$ cat config.mk
export PLATFORM = sky130hd
export DESIGN_NAME = cga_logic_array
export DESIGN_NICKNAME = d
export VERILOG_FILES = /design/src/hw/cga_pkg.sv /design/src/hw/cga_logic_array.sv
export SDC_FILE = /design/constraint.sdc
export NUM_CORES = 1
export LEC_CHECK = 0
export ABC_CLOCK_PERIOD_IN_PS = 5800
export BUFFER_PORTS_ARGS = -buffer_cell sky130_fd_sc_hd__buf_2
export CORE_ASPECT_RATIO = 0.6
export CORE_MARGIN = 2
export CORE_UTILIZATION = 55
export CTS_CLUSTER_DIAMETER = 120
export DETAILED_ROUTE_END_ITERATION = 6
export MAX_ROUTING_LAYER = met4
export PLACE_DENSITY = 0.77
export SYNTH_ARGS = -nofsm -noshare
export SYNTH_HDL_FRONTEND = slang
export SYNTH_SLANG_ARGS = --single-unit
$ cat constraint.sdc
create_clock -name CLK_SYS -period 5.8 [get_ports CLK_SYS]
set_input_delay 0.58 -clock CLK_SYS [delete_from_list [all_inputs] [get_ports CLK_SYS]]
set_output_delay 0.58 -clock CLK_SYS [all_outputs]
set_load 0.01 [all_outputs]
$ cat src/hw/cga_pkg.sv
package cga_pkg;

  // ---------------------------------------------------------------
  // Register offsets
  // ---------------------------------------------------------------
  localparam logic [7:0] ADDR_PORT_FIVE = 8'h05;
  localparam logic [7:0] ADDR_PORT_NINE = 8'h09;
  localparam logic [7:0] ADDR_LOWER_CFG = 8'h28;
  localparam logic [7:0] ADDR_UPPER_CFG = 8'h29;
  localparam logic [7:0] ADDR_OPTION = 8'h2A;
  localparam logic [7:0] ADDR_PIN_LEVEL = 8'h2B;
  localparam logic [7:0] ADDR_FIVE_OUT = 8'h2C;
  localparam logic [7:0] ADDR_NINE_OUT = 8'h2D;
  localparam logic [7:0] ADDR_GATE_STATE = 8'h2E;
  localparam logic [7:0] ADDR_ENABLE = 8'h70;
  localparam logic [7:0] ADDR_LOCK = 8'h71;

  // ---------------------------------------------------------------
  // Reset values
  // ---------------------------------------------------------------
  localparam logic [7:0] REG_RESET = 8'h00;
  localparam logic [1:0] PAIR_RESET = 2'h0;
  localparam logic [7:0] PIN_IDLE = 8'hFF;

  // ---------------------------------------------------------------
  // Field positions
  // ---------------------------------------------------------------
  localparam int EN_LOWER = 0;
  localparam int EN_UPPER = 1;
  localparam int CFG_INV_A = 0;
  localparam int CFG_SEL_LO = 1;
  localparam int CFG_INV_B = 2;
  localparam int CFG_SEL_HI = 3;
  localparam int CFG_INV_C = 4;
  localparam int CFG_MODE = 5;
  localparam int OUT_CASCADE = 7;
  localparam int OUT_INVERT = 6;
  localparam int PORT_PUSH_PULL = 6;
  localparam int OPT_RST_CLEARS = 0;

  // ---------------------------------------------------------------
  // Pin map, index 0 is pin two
  // ---------------------------------------------------------------
  localparam int GROUP_SIZE = 4;
  localparam int GROUP_OUT = 3;
  localparam int PIN_FOUR = 2;
  localparam int PIN_FIVE = 3;
  localparam int PIN_NINE = 7;

  // ---------------------------------------------------------------
  // Gate modes and input masks
  // ---------------------------------------------------------------
  typedef enum logic [2:0] {
    MODE_OFF = 3'b000,
    MODE_XOR = 3'b001,
    MODE_AND2_AB = 3'b010,
    MODE_AND2_AC = 3'b011,
    MODE_AND2_BC = 3'b100,
    MODE_AND3 = 3'b101
  } cga_mode_type;

  localparam logic [2:0] USE_NONE = 3'h0;
  localparam logic [2:0] USE_AB = 3'h3;
  localparam logic [2:0] USE_AC = 3'h5;
  localparam logic [2:0] USE_BC = 3'h6;
  localparam logic [2:0] USE_ALL = 3'h7;
  localparam logic [2:0] CODE_INV_C = 3'h3;
  localparam logic [2:0] CODE_INV_AB = 3'h4;
  localparam logic [2:0] MASK_INV_C = 3'h4;
  localparam logic [2:0] MASK_INV_AB = 3'h3;

endpackage

$ cat src/hw/cga_logic_array.sv
`timescale 1ns/1ps
// Summary of operation
// - Enable bit D0 turns pins two to five into the lower gate group.
// - Enable bit D1 turns pins six to nine into the upper group.
// - Lower config D5=0,D4=1 selects XOR; D2 inverts pin three, D0 pin two.
// - Three-input AND mode uses D4,D2,D0 as a code of input inversions.
// - Two-input AND on pins two/three: D0 inverts two, D2 inverts three.
// - Two-input AND on pins two/four: D0 inverts two, D4 inverts four.
// - Two-input AND on pins three/four: D4 and D2 pick the inversions.
// - Upper config uses the same encoding on pins six, seven, eight.
// - Pin-five config D7 cascades lower result upward, D6 inverts pin five.
// - Pin-nine config D7 inverts cascade input, D6 inverts pin nine.
// - Lock bits freeze enable bit and group config; each set once only.
// - Locks clear at reset, and on reset pin when option bit is set.
// - Enabled group drives output pin; port D6 picks push-pull/open-drain.
// - Gate inputs unused by the mode stay ordinary GPIO ports.
module cga_logic_array (
  input logic CLK_SYS,
  input logic RESET,
  input logic [7:0] ADDR,
  input logic [7:0] WR_DATA,
  input logic WR_STROBE,
  input logic RD_STROBE,
  output logic [7:0] RD_DATA,
  input logic RESET_PIN_N,
  input logic [7:0] PIN_IN,
  output logic [7:0] PIN_OUT,
  output logic [7:0] PIN_OE_N,
  input logic [7:0] GPIO_OUT,
  input logic [7:0] GPIO_OE_N
);

  // ---------------------------------------------------------------
  // Storage
  // ---------------------------------------------------------------
  logic [7:0] lower_cfg_reg, upper_cfg_reg, five_out_reg, nine_out_reg;
  logic [7:0] port_five_reg, port_nine_reg;
  logic [1:0] enable_reg, lock_reg, result_reg;
  logic option_reg;
  logic [7:0] pin_s1_reg, pin_s2_reg, pin_s3_reg, pin_filt_reg;
  logic rst_s1_reg, rst_s2_reg, rst_s3_reg, rst_filt_reg;
  logic [7:0] pin_out_reg, pin_oe_n_reg, rd_data_reg;
  logic [7:0] pin_filt_next, rd_data_next, drv_out, drv_oe_n;
  logic [1:0] lock_next, enable_next;
  logic rst_filt_next;

  // ---------------------------------------------------------------
  // Gate decoding
  // ---------------------------------------------------------------
  function automatic cga_pkg::cga_mode_type decode_mode(
    input logic [7:0] c);
    if (!c[cga_pkg::CFG_MODE] && c[cga_pkg::CFG_INV_C]) begin
      return cga_pkg::MODE_XOR;
    end else if (!c[cga_pkg::CFG_MODE]) begin
      return cga_pkg::MODE_AND2_AB;
    end else if (c[cga_pkg::CFG_SEL_HI] && c[cga_pkg::CFG_SEL_LO]) begin
      return cga_pkg::MODE_AND3;
    end else if (c[cga_pkg::CFG_SEL_LO]) begin
      return cga_pkg::MODE_AND2_AC;
    end else if (c[cga_pkg::CFG_SEL_HI]) begin
      return cga_pkg::MODE_AND2_BC;
    end
    return cga_pkg::MODE_OFF;
  endfunction

  function automatic logic [2:0] use_mask(input logic [7:0] c);
    unique case (decode_mode(c))
      cga_pkg::MODE_XOR, cga_pkg::MODE_AND2_AB: use_mask = cga_pkg::USE_AB;
      cga_pkg::MODE_AND2_AC: use_mask = cga_pkg::USE_AC;
      cga_pkg::MODE_AND2_BC: use_mask = cga_pkg::USE_BC;
      cga_pkg::MODE_AND3: use_mask = cga_pkg::USE_ALL;
      default: use_mask = cga_pkg::USE_NONE;
    endcase
  endfunction

  function automatic logic [2:0] inv_mask(input logic [7:0] c);
    logic ia, ib, ic;
    logic [2:0] code;
    ia = c[cga_pkg::CFG_INV_A];
    ib = c[cga_pkg::CFG_INV_B];
    ic = c[cga_pkg::CFG_INV_C];
    code = {ic, ib, ia};
    unique case (decode_mode(c))
      cga_pkg::MODE_XOR, cga_pkg::MODE_AND2_AB: inv_mask = {1'b0, ib, ia};
      cga_pkg::MODE_AND2_AC: inv_mask = {ic, 1'b0, ia};
      cga_pkg::MODE_AND2_BC: inv_mask = {ib, ic, 1'b0};
      cga_pkg::MODE_AND3: begin
        if (code == cga_pkg::CODE_INV_C) begin
          inv_mask = cga_pkg::MASK_INV_C;
        end else if (code == cga_pkg::CODE_INV_AB) begin
          inv_mask = cga_pkg::MASK_INV_AB;
        end else begin
          inv_mask = code;
        end
      end
      default: inv_mask = cga_pkg::USE_NONE;
    endcase
  endfunction

  function automatic logic gate_eval(input logic [7:0] c,
                                     input logic [2:0] in);
    logic [2:0] x, u;
    x = in ^ inv_mask(c);
    u = use_mask(c);
    if (decode_mode(c) == cga_pkg::MODE_XOR) begin
      gate_eval = x[0] ^ x[1];
    end else if (u == cga_pkg::USE_NONE) begin
      gate_eval = 1'b0;
    end else begin
      gate_eval = &(x | ~u);
    end
  endfunction

  // ---------------------------------------------------------------
  // Register decode
  // ---------------------------------------------------------------
  wire wr_lower = WR_STROBE && ADDR == cga_pkg::ADDR_LOWER_CFG;
  wire wr_upper = WR_STROBE && ADDR == cga_pkg::ADDR_UPPER_CFG;
  wire wr_enable = WR_STROBE && ADDR == cga_pkg::ADDR_ENABLE;
  wire wr_lock = WR_STROBE && ADDR == cga_pkg::ADDR_LOCK;
  wire wr_lower_ok = wr_lower && !lock_reg[cga_pkg::EN_LOWER];
  wire wr_upper_ok = wr_upper && !lock_reg[cga_pkg::EN_UPPER];
  wire lock_clear = !rst_filt_reg && option_reg;
  wire cascade_on = enable_reg[cga_pkg::EN_LOWER] &&
                    five_out_reg[cga_pkg::OUT_CASCADE];
  wire [7:0] read_mux =
    ADDR == cga_pkg::ADDR_LOWER_CFG ? lower_cfg_reg :
    ADDR == cga_pkg::ADDR_UPPER_CFG ? upper_cfg_reg :
    ADDR == cga_pkg::ADDR_PORT_FIVE ? port_five_reg :
    ADDR == cga_pkg::ADDR_PORT_NINE ? port_nine_reg :
    ADDR == cga_pkg::ADDR_FIVE_OUT ? five_out_reg :
    ADDR == cga_pkg::ADDR_NINE_OUT ? nine_out_reg :
    ADDR == cga_pkg::ADDR_OPTION ? {7'h00, option_reg} :
    ADDR == cga_pkg::ADDR_PIN_LEVEL ? pin_filt_reg :
    ADDR == cga_pkg::ADDR_GATE_STATE ? {6'h00, result_reg} :
    ADDR == cga_pkg::ADDR_ENABLE ? {6'h00, enable_reg} :
    ADDR == cga_pkg::ADDR_LOCK ? {6'h00, lock_reg} : cga_pkg::REG_RESET;

  // Enable bits hold while locked, upper bits are dropped
  assign enable_next = wr_enable ?
    (WR_DATA[1:0] & ~lock_reg) | (enable_reg & lock_reg) :
    enable_reg;
  // A lock bit can only go from clear to set until reset
  assign lock_next = lock_clear ? cga_pkg::PAIR_RESET :
    wr_lock ? lock_reg | WR_DATA[1:0] : lock_reg;
  assign rd_data_next = RD_STROBE ? read_mux : cga_pkg::REG_RESET;

  // Pin filters accept a level once the last two stages agree
  assign pin_filt_next = (pin_s2_reg & ~(pin_s2_reg ^ pin_s3_reg)) |
                         (pin_filt_reg & (pin_s2_reg ^ pin_s3_reg));
  assign rst_filt_next = (rst_s2_reg == rst_s3_reg) ? rst_s2_reg :
                         rst_filt_reg;

  // ---------------------------------------------------------------
  // Gate groups and pin drive
  // ---------------------------------------------------------------
  logic [7:0] grp_cfg [2];
  logic [7:0] grp_port [2];
  logic [1:0] gate_raw, grp_level;
  logic upper_result, casc_term;

  assign grp_cfg[0] = lower_cfg_reg;
  assign grp_cfg[1] = upper_cfg_reg;
  assign grp_port[0] = port_five_reg;
  assign grp_port[1] = port_nine_reg;
  // Pin five drives the cascade input of the upper gate
  assign grp_level[0] = gate_raw[0] ^ five_out_reg[cga_pkg::OUT_INVERT];
  assign casc_term = grp_level[0] ^ nine_out_reg[cga_pkg::OUT_CASCADE];
  assign upper_result = cascade_on ? gate_raw[1] & casc_term : gate_raw[1];
  assign grp_level[1] = upper_result ^
                        nine_out_reg[cga_pkg::OUT_INVERT];

  genvar g, j;
  generate
    for (g = 0; g < 2; g++) begin : grp
      localparam int BASE = g * cga_pkg::GROUP_SIZE;
      localparam int OUTP = BASE + cga_pkg::GROUP_OUT;
      wire [2:0] used = use_mask(grp_cfg[g]);
      wire push = grp_port[g][cga_pkg::PORT_PUSH_PULL];
      // Live gate from filtered pin levels
      assign gate_raw[g] = gate_eval(grp_cfg[g],
                                     pin_filt_reg[BASE +: 3]);
      for (j = 0; j < cga_pkg::GROUP_OUT; j++) begin : inp
        // Gate inputs float, unused ones stay GPIO
        assign drv_out[BASE + j] = (enable_reg[g] && used[j]) ?
          1'b0 : GPIO_OUT[BASE + j];
        assign drv_oe_n[BASE + j] = (enable_reg[g] && used[j]) ?
          1'b1 : GPIO_OE_N[BASE + j];
      end
      // Output pin: push-pull drives level, open drain only pulls low
      assign drv_out[OUTP] = enable_reg[g] ?
        (push && grp_level[g]) : GPIO_OUT[OUTP];
      assign drv_oe_n[OUTP] = enable_reg[g] ?
        (!push && grp_level[g]) : GPIO_OE_N[OUTP];
    end
  endgenerate

  // ---------------------------------------------------------------
  // Clocked state
  // ---------------------------------------------------------------
  // Software registers
  always_ff @(posedge CLK_SYS) begin
    if (RESET) begin
      lower_cfg_reg <= cga_pkg::REG_RESET;
      upper_cfg_reg <= cga_pkg::REG_RESET;
      five_out_reg <= cga_pkg::REG_RESET;
      nine_out_reg <= cga_pkg::REG_RESET;
      port_five_reg <= cga_pkg::REG_RESET;
      port_nine_reg <= cga_pkg::REG_RESET;
      option_reg <= 1'b0;
    end else if (WR_STROBE) begin
      if (wr_lower_ok) lower_cfg_reg <= WR_DATA;
      if (wr_upper_ok) upper_cfg_reg <= WR_DATA;
      if (ADDR == cga_pkg::ADDR_FIVE_OUT) five_out_reg <= WR_DATA;
      if (ADDR == cga_pkg::ADDR_NINE_OUT) nine_out_reg <= WR_DATA;
      if (ADDR == cga_pkg::ADDR_PORT_FIVE) port_five_reg <= WR_DATA;
      if (ADDR == cga_pkg::ADDR_PORT_NINE) port_nine_reg <= WR_DATA;
      if (ADDR == cga_pkg::ADDR_OPTION) begin
        option_reg <= WR_DATA[cga_pkg::OPT_RST_CLEARS];
      end
    end
  end

  // Enable, lock, results and read port
  always_ff @(posedge CLK_SYS) begin
    if (RESET) begin
      enable_reg <= cga_pkg::PAIR_RESET;
      lock_reg <= cga_pkg::PAIR_RESET;
      result_reg <= cga_pkg::PAIR_RESET;
      rd_data_reg <= cga_pkg::REG_RESET;
    end else begin
      enable_reg <= enable_next;
      lock_reg <= lock_next;
      result_reg <= {upper_result, gate_raw[0]};
      rd_data_reg <= rd_data_next;
    end
  end

  // Input synchronisers and pin drivers
  always_ff @(posedge CLK_SYS) begin
    if (RESET) begin
      pin_s1_reg <= cga_pkg::REG_RESET;
      pin_s2_reg <= cga_pkg::REG_RESET;
      pin_s3_reg <= cga_pkg::REG_RESET;
      pin_filt_reg <= cga_pkg::REG_RESET;
      {rst_s1_reg, rst_s2_reg, rst_s3_reg, rst_filt_reg} <= 4'hF;
      pin_out_reg <= cga_pkg::REG_RESET;
      pin_oe_n_reg <= cga_pkg::PIN_IDLE;
    end else begin
      pin_s1_reg <= PIN_IN;
      pin_s2_reg <= pin_s1_reg;
      pin_s3_reg <= pin_s2_reg;
      pin_filt_reg <= pin_filt_next;
      rst_s1_reg <= RESET_PIN_N;
      rst_s2_reg <= rst_s1_reg;
      rst_s3_reg <= rst_s2_reg;
      rst_filt_reg <= rst_filt_next;
      pin_out_reg <= drv_out;
      pin_oe_n_reg <= drv_oe_n;
    end
  end

  assign RD_DATA = rd_data_reg;
  assign PIN_OUT = pin_out_reg;
  assign PIN_OE_N = pin_oe_n_reg;

  wire lower_en = enable_reg[cga_pkg::EN_LOWER];
  wire [2:0] lp = pin_filt_reg[2:0];
  wire [7:0] lc = lower_cfg_reg;
  cga_pkg::cga_mode_type lower_mode, upper_mode;
  assign lower_mode = decode_mode(lower_cfg_reg);
  assign upper_mode = decode_mode(upper_cfg_reg);
endmodule

==> results of run 1 <==
## critical path: cells and delay by family, from the launching register on
family | cells | cell delay (ps)
DFF | 1 | 620
AOI/OAI and AO/OA | 5 | 900
and+or+nand+nor | 2 | 540
xor gates and xnor gates | 2 | 510
## layout make-up
| type | instances | area [um^2] | share of cell area |
|---|---|---|---|
| Clock inverter | 13 | 158 | 0.0271 |
| Inverter | 14 | 52.6 | 0.00903 |
| Multi-Input combinational cell | 404 | 2350 | 0.403 |
| Clock buffer | 19 | 453 | 0.0778 |
| Tap cell | 112 | 140 | 0.0241 |
| Timing Repair Buffer | 72 | 370 | 0.0636 |
| Sequential cell | 115 | 2300 | 0.395 |
## power breakdown
| part | switching [W] | internal, W | total [W] |
|---|---|---|---|
| Clock | 0.000373 | 0.000696 | 0.00107 |
| Sequential | 0.00000472 | 0.000805 | 0.000810 |
| Combinational | 0.0000487 | 0.0000291 | 0.0000778 |
## layer usage
layer,routed length [um],GRT usage
met1,6160,0.387
met2,5880,0.417
met3,1190,0.0754
met4,153,0.103
met5,0,-
## logic make-up after synthesis
group                     count (synthesis)  share of synthesized area
and+or+nand+nor                         233                      0.239
AOI/OAI and AO/OA                       140                      0.179
DFF                                     115                      0.471
buffers and inverters                    58                     0.0499
muxes                                    22                     0.0453
xor gates and xnor gates                  9                     0.0161
## worst max path at each step
| stage | from | to | slack, ps | cells after the start |
|---|---|---|---|---|
| after floorplan | ADDR[4] | lc[0] | 3400 | 9 |
| after global routing | lc[5] | PIN_OUT[7] | 2930 | 9 |
| after detailed placement | ADDR[4] | lc[5] | 2890 | 8 |
| after CTS | lc[5] | PIN_OUT[7] | 3130 | 9 |
| after global placement | ADDR[4] | lc[3] | 2970 | 8 |
| final | lc[5] | PIN_OUT[7] | 3070 | 9 |
## stage by stage
stage               hold WS, ps  instances  power, W  setup WS, ps  cell area, um^2
floorplan                   389        577  0.000868          3400             4890
global placement            404        717  0.000901          2970             5210
CTS                         340        749   0.00196          3130             5820
finish                      352        749   0.00196          3070             5820
global route                347        749   0.00201          2930             5820
detailed placement          405        717  0.000903          2890             5210
## cell usage in the layout, fill, tap and decap left out, types with 3 or more instances in the layout
cell        count
xnor2_1         7
mux2i_1        21
and2_1          4
a221oi_1       10
a31oi_1         6
dfxtp_1       115
a22oi_1         6
bufinv_16       3
inv_1          14
nor3b_1         5
and3_1          3
clkbuf_16      17
nand3b_1        8
nand2_1        72
a21oi_1        66
a22o_1          3
or3_1           5
nor2b_1        34
buf_2          68
clkinv_2        4
a211oi_1        3
clkinvlp_4      4
or2_2           3
o211ai_1        3
o2111ai_1       3
nand2b_1        8
buf_4           4
nor3_1          7
nand3_1        31
o21ai_0        20
nor2_1         42
==> reports/metrics.yaml, run 1 <==
status: "complete, no violations"
end_kind: "register"
synth-edff-count: 0
finalHoldViolCount: 0
cts_made_buffers: 17
start_util: 0.570
tritoncts: "done"
synth_top_area_cell: "dfxtp_1"
firstDrtPassIters: 5
vias_per_cell: 5.89
synthesis.area_mm2: 0.00489
overflow: 0
hold_path_class: "in -> reg"
synth_ff_type: "dfxtp_1"
grt_pass1_wl_um: 21000
port_buffers: 68
track_usage: 0.287
holdBufCountCts: 0
antenna_left: 0
ff2ff_setup_slack_ps: 3070
async_flop_share: 0
synth.most_common_cell: "dfxtp_1"
cp-start-kind: "register"
syn_area_per_cell_um2: 8.48
yosysTopAreaCellShare: 0.471
yosysUniqueCellTypes: 59
fmax_ghz: 0.367
hold_depth: 2
yosys-top-cells-area: "dfxtp_1, a21oi_1, nand2_1"
p_leak_nw: 2.25
drt_iter0_markers: 398
routedWlPerCell_um: 17.9
reg2reg_depth: 9
die_w_um: 126
drc: 0
fin_skew_ps: 7.95
htree_levels: 4
via_count: 4410
max_slew.worst_pin.slew_ps: 701
required_ps: 6060
fin_crit_ps: 2730
arrival_ps: 2990
cp_slowest_cell: "dfxtp_1"
holdPathEnd: "PIN_OE_N[2]"
cts_sinks: 115
setup_viol: 0
cp_common_cell: "xnor2_1"
die_h_um: 77.1
syn_nets: 622
root_buffer: "clkbuf_16"
maxCapViolCount: 0
r2r-start: "lc[5]"
final_layout_size_suffix_gt1_frac: 0.181
crit_path_max_fanout: 13
tns_ps: 0
period_share: 0.470
antenna_found_initial: 0
ios: 69
vdd.ir_drop.worst_v: 0.000217
rows: 26
cp_cell_sequence: "nor2b_1 > o21ai_0 > a41o_1 > nor3_2 > xnor2_1 > a31oi_2 > xnor2_1 > o21a_1 > o221ai_1"
relSlewSlack: 0.529
critPathKind: "reg -> reg"
fin_util: 0.678
hp-start: "GPIO_OE_N[2]"
rsz0062_at_grt: "false"
fp.dieArea_mm2: 0.00969
insertion_delay_ps: 410
grt_pass1_vias: 4124
synthToLayoutAreaGrowth_pct: 19.0
place_congestion: 0.979
nets: 669
core_region_area_mm2: 0.00859
yosysWarnings: 0
postSynthCellCount: 577
antennaDiodeCount: 0
drv_slew: 0
post_cts_buffers: 0
grt_max_degree: 66
synth_seq_cells: 115
routed_wl_um: 13400
nFillCells: 725
dpl.hpwl_um: 9150
synth_commonest_cells: "dfxtp_1, nand2_1, a21oi_1"
timing.rr.end: "PIN_OUT[7]"
path_clk_slew_ps: 50
seq_area_frac_synth: 0.471
clockBufferDepth: 2
ctsResizeCount: 0
cellPowerDensity_mw_per_mm2: 336
max_stage_delay_ps: 620
Note: power is estimated with default switching activity, not from simulation.
==> run 2: changes to the inputs <==
--- a/config.mk
+++ b/config.mk
@@ -5,15 +5,16 @@
 export SDC_FILE = /design/constraint.sdc
 export NUM_CORES = 1
 export LEC_CHECK = 0
-export ABC_CLOCK_PERIOD_IN_PS = 5800
+export ABC_AREA = 1
+export ABC_CLOCK_PERIOD_IN_PS = 2190
 export BUFFER_PORTS_ARGS = -buffer_cell sky130_fd_sc_hd__buf_2
 export CORE_ASPECT_RATIO = 0.6
 export CORE_MARGIN = 2
-export CORE_UTILIZATION = 55
+export CORE_UTILIZATION = 51
 export CTS_CLUSTER_DIAMETER = 120
 export DETAILED_ROUTE_END_ITERATION = 6
 export MAX_ROUTING_LAYER = met4
-export PLACE_DENSITY = 0.77
+export PLACE_DENSITY = 0.75
 export SYNTH_ARGS = -nofsm -noshare
 export SYNTH_HDL_FRONTEND = slang
 export SYNTH_SLANG_ARGS = --single-unit
==> constraint.sdc (replaced) <==
create_clock -name CLK_SYS -period 2.19 [get_ports CLK_SYS]
set_input_delay 0.219 -clock CLK_SYS [delete_from_list [all_inputs] [get_ports CLK_SYS]]
set_output_delay 0.219 -clock CLK_SYS [all_outputs]
set_load 0.01 [all_outputs]
==> reports/metrics.yaml, run 2 <==
cp_cell_sequence: "inv_2 > nor2_4 > nand3_1 > nand2_1 > nand2_1 > nand3_1 > nand4_2 > nand2_2 > nand2_1 > nand3_1 > nand3_2 > nand3_1 > nand3_1 > o21ai_2"
drv_slew: 0  # unchanged
syn_nets: 700  # +13%
antenna_found_initial: 0  # unchanged
mostFrequentLayoutCell: "dfxtp_1"
dpl.hpwl_um: 9940  # +8.6%
p_leak_nw: 2.54  # +13%
cp-start-kind: "register"
synth-simple-area-share: 0.254  # +0.0154
yosys-top-cells-area: "dfxtp_1, nand2_1, a21oi_1"
ff2ff_setup_slack_ps: 200  # -2870 ps
clockBufferDepth: 2  # unchanged
cp_common_cell: "nand3_1"
grt_pass1_vias: 4294  # +4.1%
startpoint: "lc[3]"
hold_path_class: "in -> reg"
firstDrtPassIters: 6  # +1
relSlewSlack: 0.612  # +0.0832
root_buffer: "clkbuf_16"
hp-start: "PIN_IN[7]"
max_stage_delay_ps: 490  # -130 ps
synth_commonest_cells: "dfxtp_1, nand2_1, inv_1"
hold_depth: 3  # +1
reg2reg_depth: 14  # +5
status: "complete, no violations"
layout_common_cells: "dfxtp_1, nand2_1, inv_1, a21oi_1, buf_2"
fmax_ghz: 0.502  # +37%
path_clk_slew_ps: 50  # about the same
critPathKind: "reg -> reg"
antennaDiodeCount: 0  # unchanged
yosysUniqueCellTypes: 41  # -31%
required_ps: 2530  # -3530 ps
cts_made_buffers: 17  # unchanged
via_count: 4708  # +6.8%
end_kind: "register"
drc: 0  # unchanged
track_usage: 0.286  # about the same
seq_area_frac_synth: 0.473  # +0.00291
postSynthCellCount: 655  # +14%
fp.dieArea_mm2: 0.0104  # +6.9%
cts_sinks: 115  # unchanged
p_total_w: 0.00519  # +170%
stdcell_count: 883  # +18%
grt_max_degree: 48  # -27%
rows: 27  # +3.8%
cp_slowest_cell: "dfxtp_1"
synth-edff-count: 0  # unchanged
overflow: 0  # unchanged
start_util: 0.527  # -0.0424
synth_top_area_cell: "dfxtp_1"
insertion_delay_ps: 410  # about the same
nets: 785  # +17%
tritoncts: "done"
timing.rr.end: "PIN_OE_N[7]"
crit_path_max_fanout: 7  # -6
fin_crit_ps: 1990  # -738 ps
synth-xor-area-share: 0.00875  # -0.00736
busiest_layer: "met2"
cellPowerDensity_mw_per_mm2: 857  # +160%
gr-usage-met3: 0.0905  # +0.0151
maxCapViolCount: 0  # unchanged
holdPathEnd: "pin_s1_reg[7]"
final_layout_size_suffix_gt1_frac: 0.211  # +0.0306
finalHoldViolCount: 0  # unchanged
async_flop_share: 0  # unchanged
die_h_um: 79.6  # +3.3%
die_w_um: 130  # +3.4%
synth_ff_type: "dfxtp_1"
yosysTopAreaCellShare: 0.473  # +0.00291
place_inst: 845  # +18%
muxShareOfSynthArea: 0  # -0.0453
antenna_left: 0  # unchanged
tns_ps: 0  # unchanged
nFillCells: 800  # +10%
path_buf_inv: 1  # +1
synth_seq_cells: 115  # unchanged
rsz0062_at_grt: "false"
syn_area_per_cell_um2: 7.42  # -12%
arrival_ps: 2330  # -660 ps
core_region_area_mm2: 0.00922  # +7.4%
routedWlPerCell_um: 15.5  # -13%
yosysWarnings: 0  # unchanged
r2r-start: "lc[3]"
synthesis.area_mm2: 0.00486  # -0.61%
port_buffers: 68  # unchanged
path_delay_family: "simple AND/OR/NAND/NOR gates"
ios: 69  # unchanged
grtUsageMet2: 0.416  # -0.00105
period_share: 0.909  # +0.439
grt_pass1_wl_um: 21600  # +2.7%
htree_levels: 4  # unchanged
fin_skew_ps: 6.19  # -1.76 ps
vdd.ir_drop.worst_v: 0.000593  # +170%
place_congestion: 0.959  # -2.1%
synth.most_common_cell: "dfxtp_1"
synth_compound_gate_area_share: 0.164  # -0.0156
drt_iter0_markers: 431  # +8.3%
setup_viol: 0  # unchanged
use_met1: 0.389  # +0.00163
synthAdderAreaFrac: 0  # unchanged
vias_per_cell: 5.33  # -9.4%
max_slew.worst_pin.slew_ps: 577  # -124 ps
routed_wl_um: 13700  # +2.5%
synthToLayoutAreaGrowth_pct: 24.5
synth_top_family_by_area: "simple AND/OR/NAND/NOR gates"
==> run 2: metal layers <==
metal	up-vias	part of all wire
met5	-	0
met1	2151	0.47
met2	232	0.42
met3	23	0.097
li1	2302	-
met4	0	0.013
==> run 2: how the worst max path moves through the flow <==
stage / slack [ps] / to / cells past startpoint
after floorplan: 500 / PIN_OUT[7] / 15
after global placement: 130 / RD_DATA[7] / 12
after detailed placement: 90 / nine_out_reg[2] / 8
after CTS: 200 / PIN_OE_N[7] / 14
after global routing: 0.3 / PIN_OE_N[7] / 14
final: 200 / PIN_OE_N[7] / 14
==> run 2: where the power goes <==
part | switching [W] | internal [W]
clock | 0.00100 | 0.00181
sequential | 0.0000135 | 0.00213
combinational | 0.000145 | 0.0000847
total | 0.00116 | 0.00403
==> run 2: timing repair <==
action	4_1_cts	5_1_grt
buffers inserted	0	0
resized for setup	0	1
hold buffers	6	0
endpoints found under the hold margin	6	0
endpoints found under the setup margin	0	1
==> run 2: area by class of cell <==
type | instances | area [um^2] | area share
sequential | 115 | 2300 | 0.380
multi-input combinational | 413 | 2080 | 0.344
timing repair buffer | 89 | 513 | 0.0848
clock buffer | 19 | 443 | 0.0732
inverter | 104 | 390 | 0.0645
tap | 130 | 163 | 0.0269
clock inverter | 13 | 159 | 0.0263
==> run 2: worst reg2reg max path, cell delays in order, from the launching register on <==
cell	delay, ps
dfxtp_1	490
inv_2	100
nor2_4	150
nand3_1	140
nand2_1	100
nand2_1	50
nand3_1	80
nand4_2	160
nand2_2	110
nand2_1	50
nand3_1	90
nand3_2	80
nand3_1	100
nand3_1	100
o21ai_2	130
==> run 2: per-stage QoR <==
step	util	setup WS (ps)	cell area [um^2]	hold slack, ps
after floorplan	-	499	4860	311
after global placement	0.584	126	5380	389
after detailed placement	0.584	94.7	5380	392
after CTS	0.655	200	6040	8.21
after global routing	0.656	0.314	6050	10.0
final	0.656	199	6050	5.20
==> run 2: logic make-up after synthesis <==
family,Yosys count
AOI/OAI and AO/OA,149
and+or+nand+nor,260
DFF,115
buffers and inverters,127
xor gates and xnor gates,4
==> run 3: changes to the inputs <==
--- a/config.mk
+++ b/config.mk
@@ -5,7 +5,7 @@
 export SDC_FILE = /design/constraint.sdc
 export NUM_CORES = 1
 export LEC_CHECK = 0
-export ABC_AREA = 1
+export ABC_AREA = 0
 export ABC_CLOCK_PERIOD_IN_PS = 2190
 export BUFFER_PORTS_ARGS = -buffer_cell sky130_fd_sc_hd__buf_2
 export CORE_ASPECT_RATIO = 0.6
==> reports/metrics.yaml, run 3 (synthesis results as in run 1) <==
status: "complete, but fails checks"
violations: "negative setup slack"
overflow: 0  # unchanged
dpl.hpwl_um: 9820  # -1.2%
arrival_ps: 2580  # +250 ps
ios: 69  # unchanged
core_region_area_mm2: 0.00926  # +0.37%
cp_slowest_cell: "o311ai_0"
final_cell_area_mm2: 0.00636  # +5.1%
end_kind: "register"
synthToLayoutAreaGrowth_pct: 30.0
rsz0062_at_grt: "true"
path_delay_family: "compound AO/OA/AOI/OAI gates"
rows: 27  # unchanged
period_share: 1.05  # +0.142
fmax_ghz: 0.434  # -14%
fp.dieArea_mm2: 0.0104  # +0.59%
fin_crit_ps: 2300  # +311 ps
via_count: 4710  # +0.042%
cp-start-kind: "register"
fin_skew_ps: 7.38  # +1.19 ps
tritoncts: "done"
final_layout_size_suffix_gt1_frac: 0.266  # +0.0545
layout_setup_ws_ps: -112  # -311 ps
vias_per_cell: 5.78  # +8.4%
power_frac_clock: 0.541  # about the same
layout_common_cells: "dfxtp_1, nand2_1, buf_2, a21oi_1, buf_4"
hold_path_class: "in -> reg"
hold_depth: 2  # -1
critPathKind: "reg -> reg"
root_buffer: "clkbuf_16"
grt_pass1_wl_um: 22000  # +2.0%
antenna_found_initial: 0  # unchanged
die_w_um: 130  # +0.30%
hp-start: "GPIO_OE_N[0]"
reg2reg_depth: 9  # -5
worst-path-stages: 9  # -5
htree_levels: 4  # unchanged
antennaDiodeCount: 0  # unchanged
maxCapViolCount: 0  # unchanged
die_h_um: 79.9  # +0.30%
cellPowerDensity_mw_per_mm2: 814  # -5.1%
p_seq_frac: 0.413  # about the same
firstDrtPassIters: 5  # -1
track_usage: 0.293  # +0.00680
routed_wl_um: 14400  # +4.7%
required_ps: 2470  # -60 ps
p_switching_w: 0.00114  # -1.8%
vdd.ir_drop.worst_v: 0.000685  # +16%
routedWlPerCell_um: 17.6  # +13%
path_buf_inv: 1  # unchanged
port_buffers: 68  # unchanged
holdPathEnd: "PIN_OE_N[0]"
drv_slew: 0  # unchanged
max_stage_delay_ps: 470  # -20 ps
antenna_left: 0  # unchanged
start_util: 0.529  # +0.00132
p_int_w: 0.00404  # +0.19%
comb_power_share: 0.046  # +0.002
grt_pass1_vias: 4294  # unchanged
cts_sinks: 115  # unchanged
p_leak_nw: 2.54  # +0.13%
placed_cell_area_mm2: 0.00554  # +2.9%
ff2ff_setup_slack_ps: -110  # -310 ps
max_slew.worst_pin.slew_ps: 476  # -101 ps
timing.rr.end: "PIN_OE_N[7]"
finalHoldViolCount: 0  # unchanged
fin_util: 0.687  # +0.0309
mostFrequentLayoutCell: "dfxtp_1"
p_sw_frac: 0.220  # -0.00348
grt_max_degree: 60  # +25%
crit_path_max_fanout: 5  # -2
cp_cell_sequence: "buf_4 > a31oi_1 > nor3_2 > o311ai_0 > a22oi_2 > a31oi_4 > xnor2_2 > o21a_1 > o211ai_1"
clockBufferDepth: 2  # unchanged
drt_iter0_markers: 595  # +38%
cts_made_buffers: 17  # unchanged
drc: 0  # unchanged
r2r-start: "lc[5]"
relSlewSlack: 0.679  # +0.0663
place_congestion: 0.960  # about the same
path_clk_slew_ps: 50  # about the same
nets: 717  # -8.7%
insertion_delay_ps: 410  # about the same
setup_viol: 4  # +4
## run 3: cell types whose count changed in the layout (fill, tap and decap cells not counted), sizes merged, moves of 17 or more
cell	previous run	this run
buf	83	114
inv	104	16
mux2i	0	21
nand2	114	72
nand3	57	31
nor2	59	42
nor2b	0	34
o21ai	58	21
## run 3: layout make-up
class / instances / area, um^2
Inverter: 14 / 52.6
Timing Repair Buffer: 120 / 762
Sequential cell: 115 / 2320
Clock buffer: 19 / 443
Fill cell: 785 / 2900
Multi-Input combinational cell: 404 / 2460
Tap cell: 130 / 163
Clock inverter: 13 / 158
## run 3: worst reg2reg max path, stage by stage, from the launching register on
cell	delay, ps
dfxtp_2	350
buf_4	150
a31oi_1	230
nor3_2	100
o311ai_0	470
a22oi_2	120
a31oi_4	240
xnor2_2	180
o21a_1	210
o211ai_1	120
## run 3: how the worst max path moves through the flow
stage,startpoint,end,slack [ps]
floorplan,lc[3],result_reg[1],70
global placement,lc[5],PIN_OUT[7],20
detailed placement,upper_cfg_reg[4],PIN_OE_N[7],-60
CTS,lc[3],PIN_OUT[7],5
global route,lc[5],PIN_OE_N[7],-170
finish,lc[5],PIN_OE_N[7],-110
## run 3: power by group through the flow
stage	combinational, W	sequential [W]	clock, W
after global placement	0.000215	0.00219	0
after global routing	0.000255	0.00214	0.00291
after detailed placement	0.000220	0.00219	0
final	0.000238	0.00214	0.00280
after CTS	0.000231	0.00214	0.00281
after floorplan	0.000104	0.00219	0
## run 3: through the flow
stage / TNS, ps / instances / setup WS, ps / hold slack (ps) / power, W
after floorplan: 0 / 577 / 65.4 / 320 / 0.00230
after global placement: 0 / 774 / 16.4 / 392 / 0.00240
after CTS: 0 / 812 / 4.83 / 4.18 / 0.00519
after global routing: -632 / 815 / -167 / 2.91 / 0.00530
after detailed placement: -237 / 774 / -57.6 / 400 / 0.00241
final: -312 / 815 / -112 / 10.9 / 0.00518
## run 3: timing repair
item | CTS | global route
hold buffers | 6 | 0
setup endpoints to repair | 5 | 5
pin swaps | 7 | 9
hold endpoints to repair | 6 | 0
buffers inserted | 0 | 3
resized for setup | 15 | 21
## run 3: metal layers
metal / track usage / vias to the layer above / wire, um
li1: - / 2212 / -
met5: - / - / 0
met2: 0.445 / 242 / 6510
met4: 0.0904 / 0 / 161
met3: 0.0918 / 17 / 1480
met1: 0.377 / 2239 / 6200
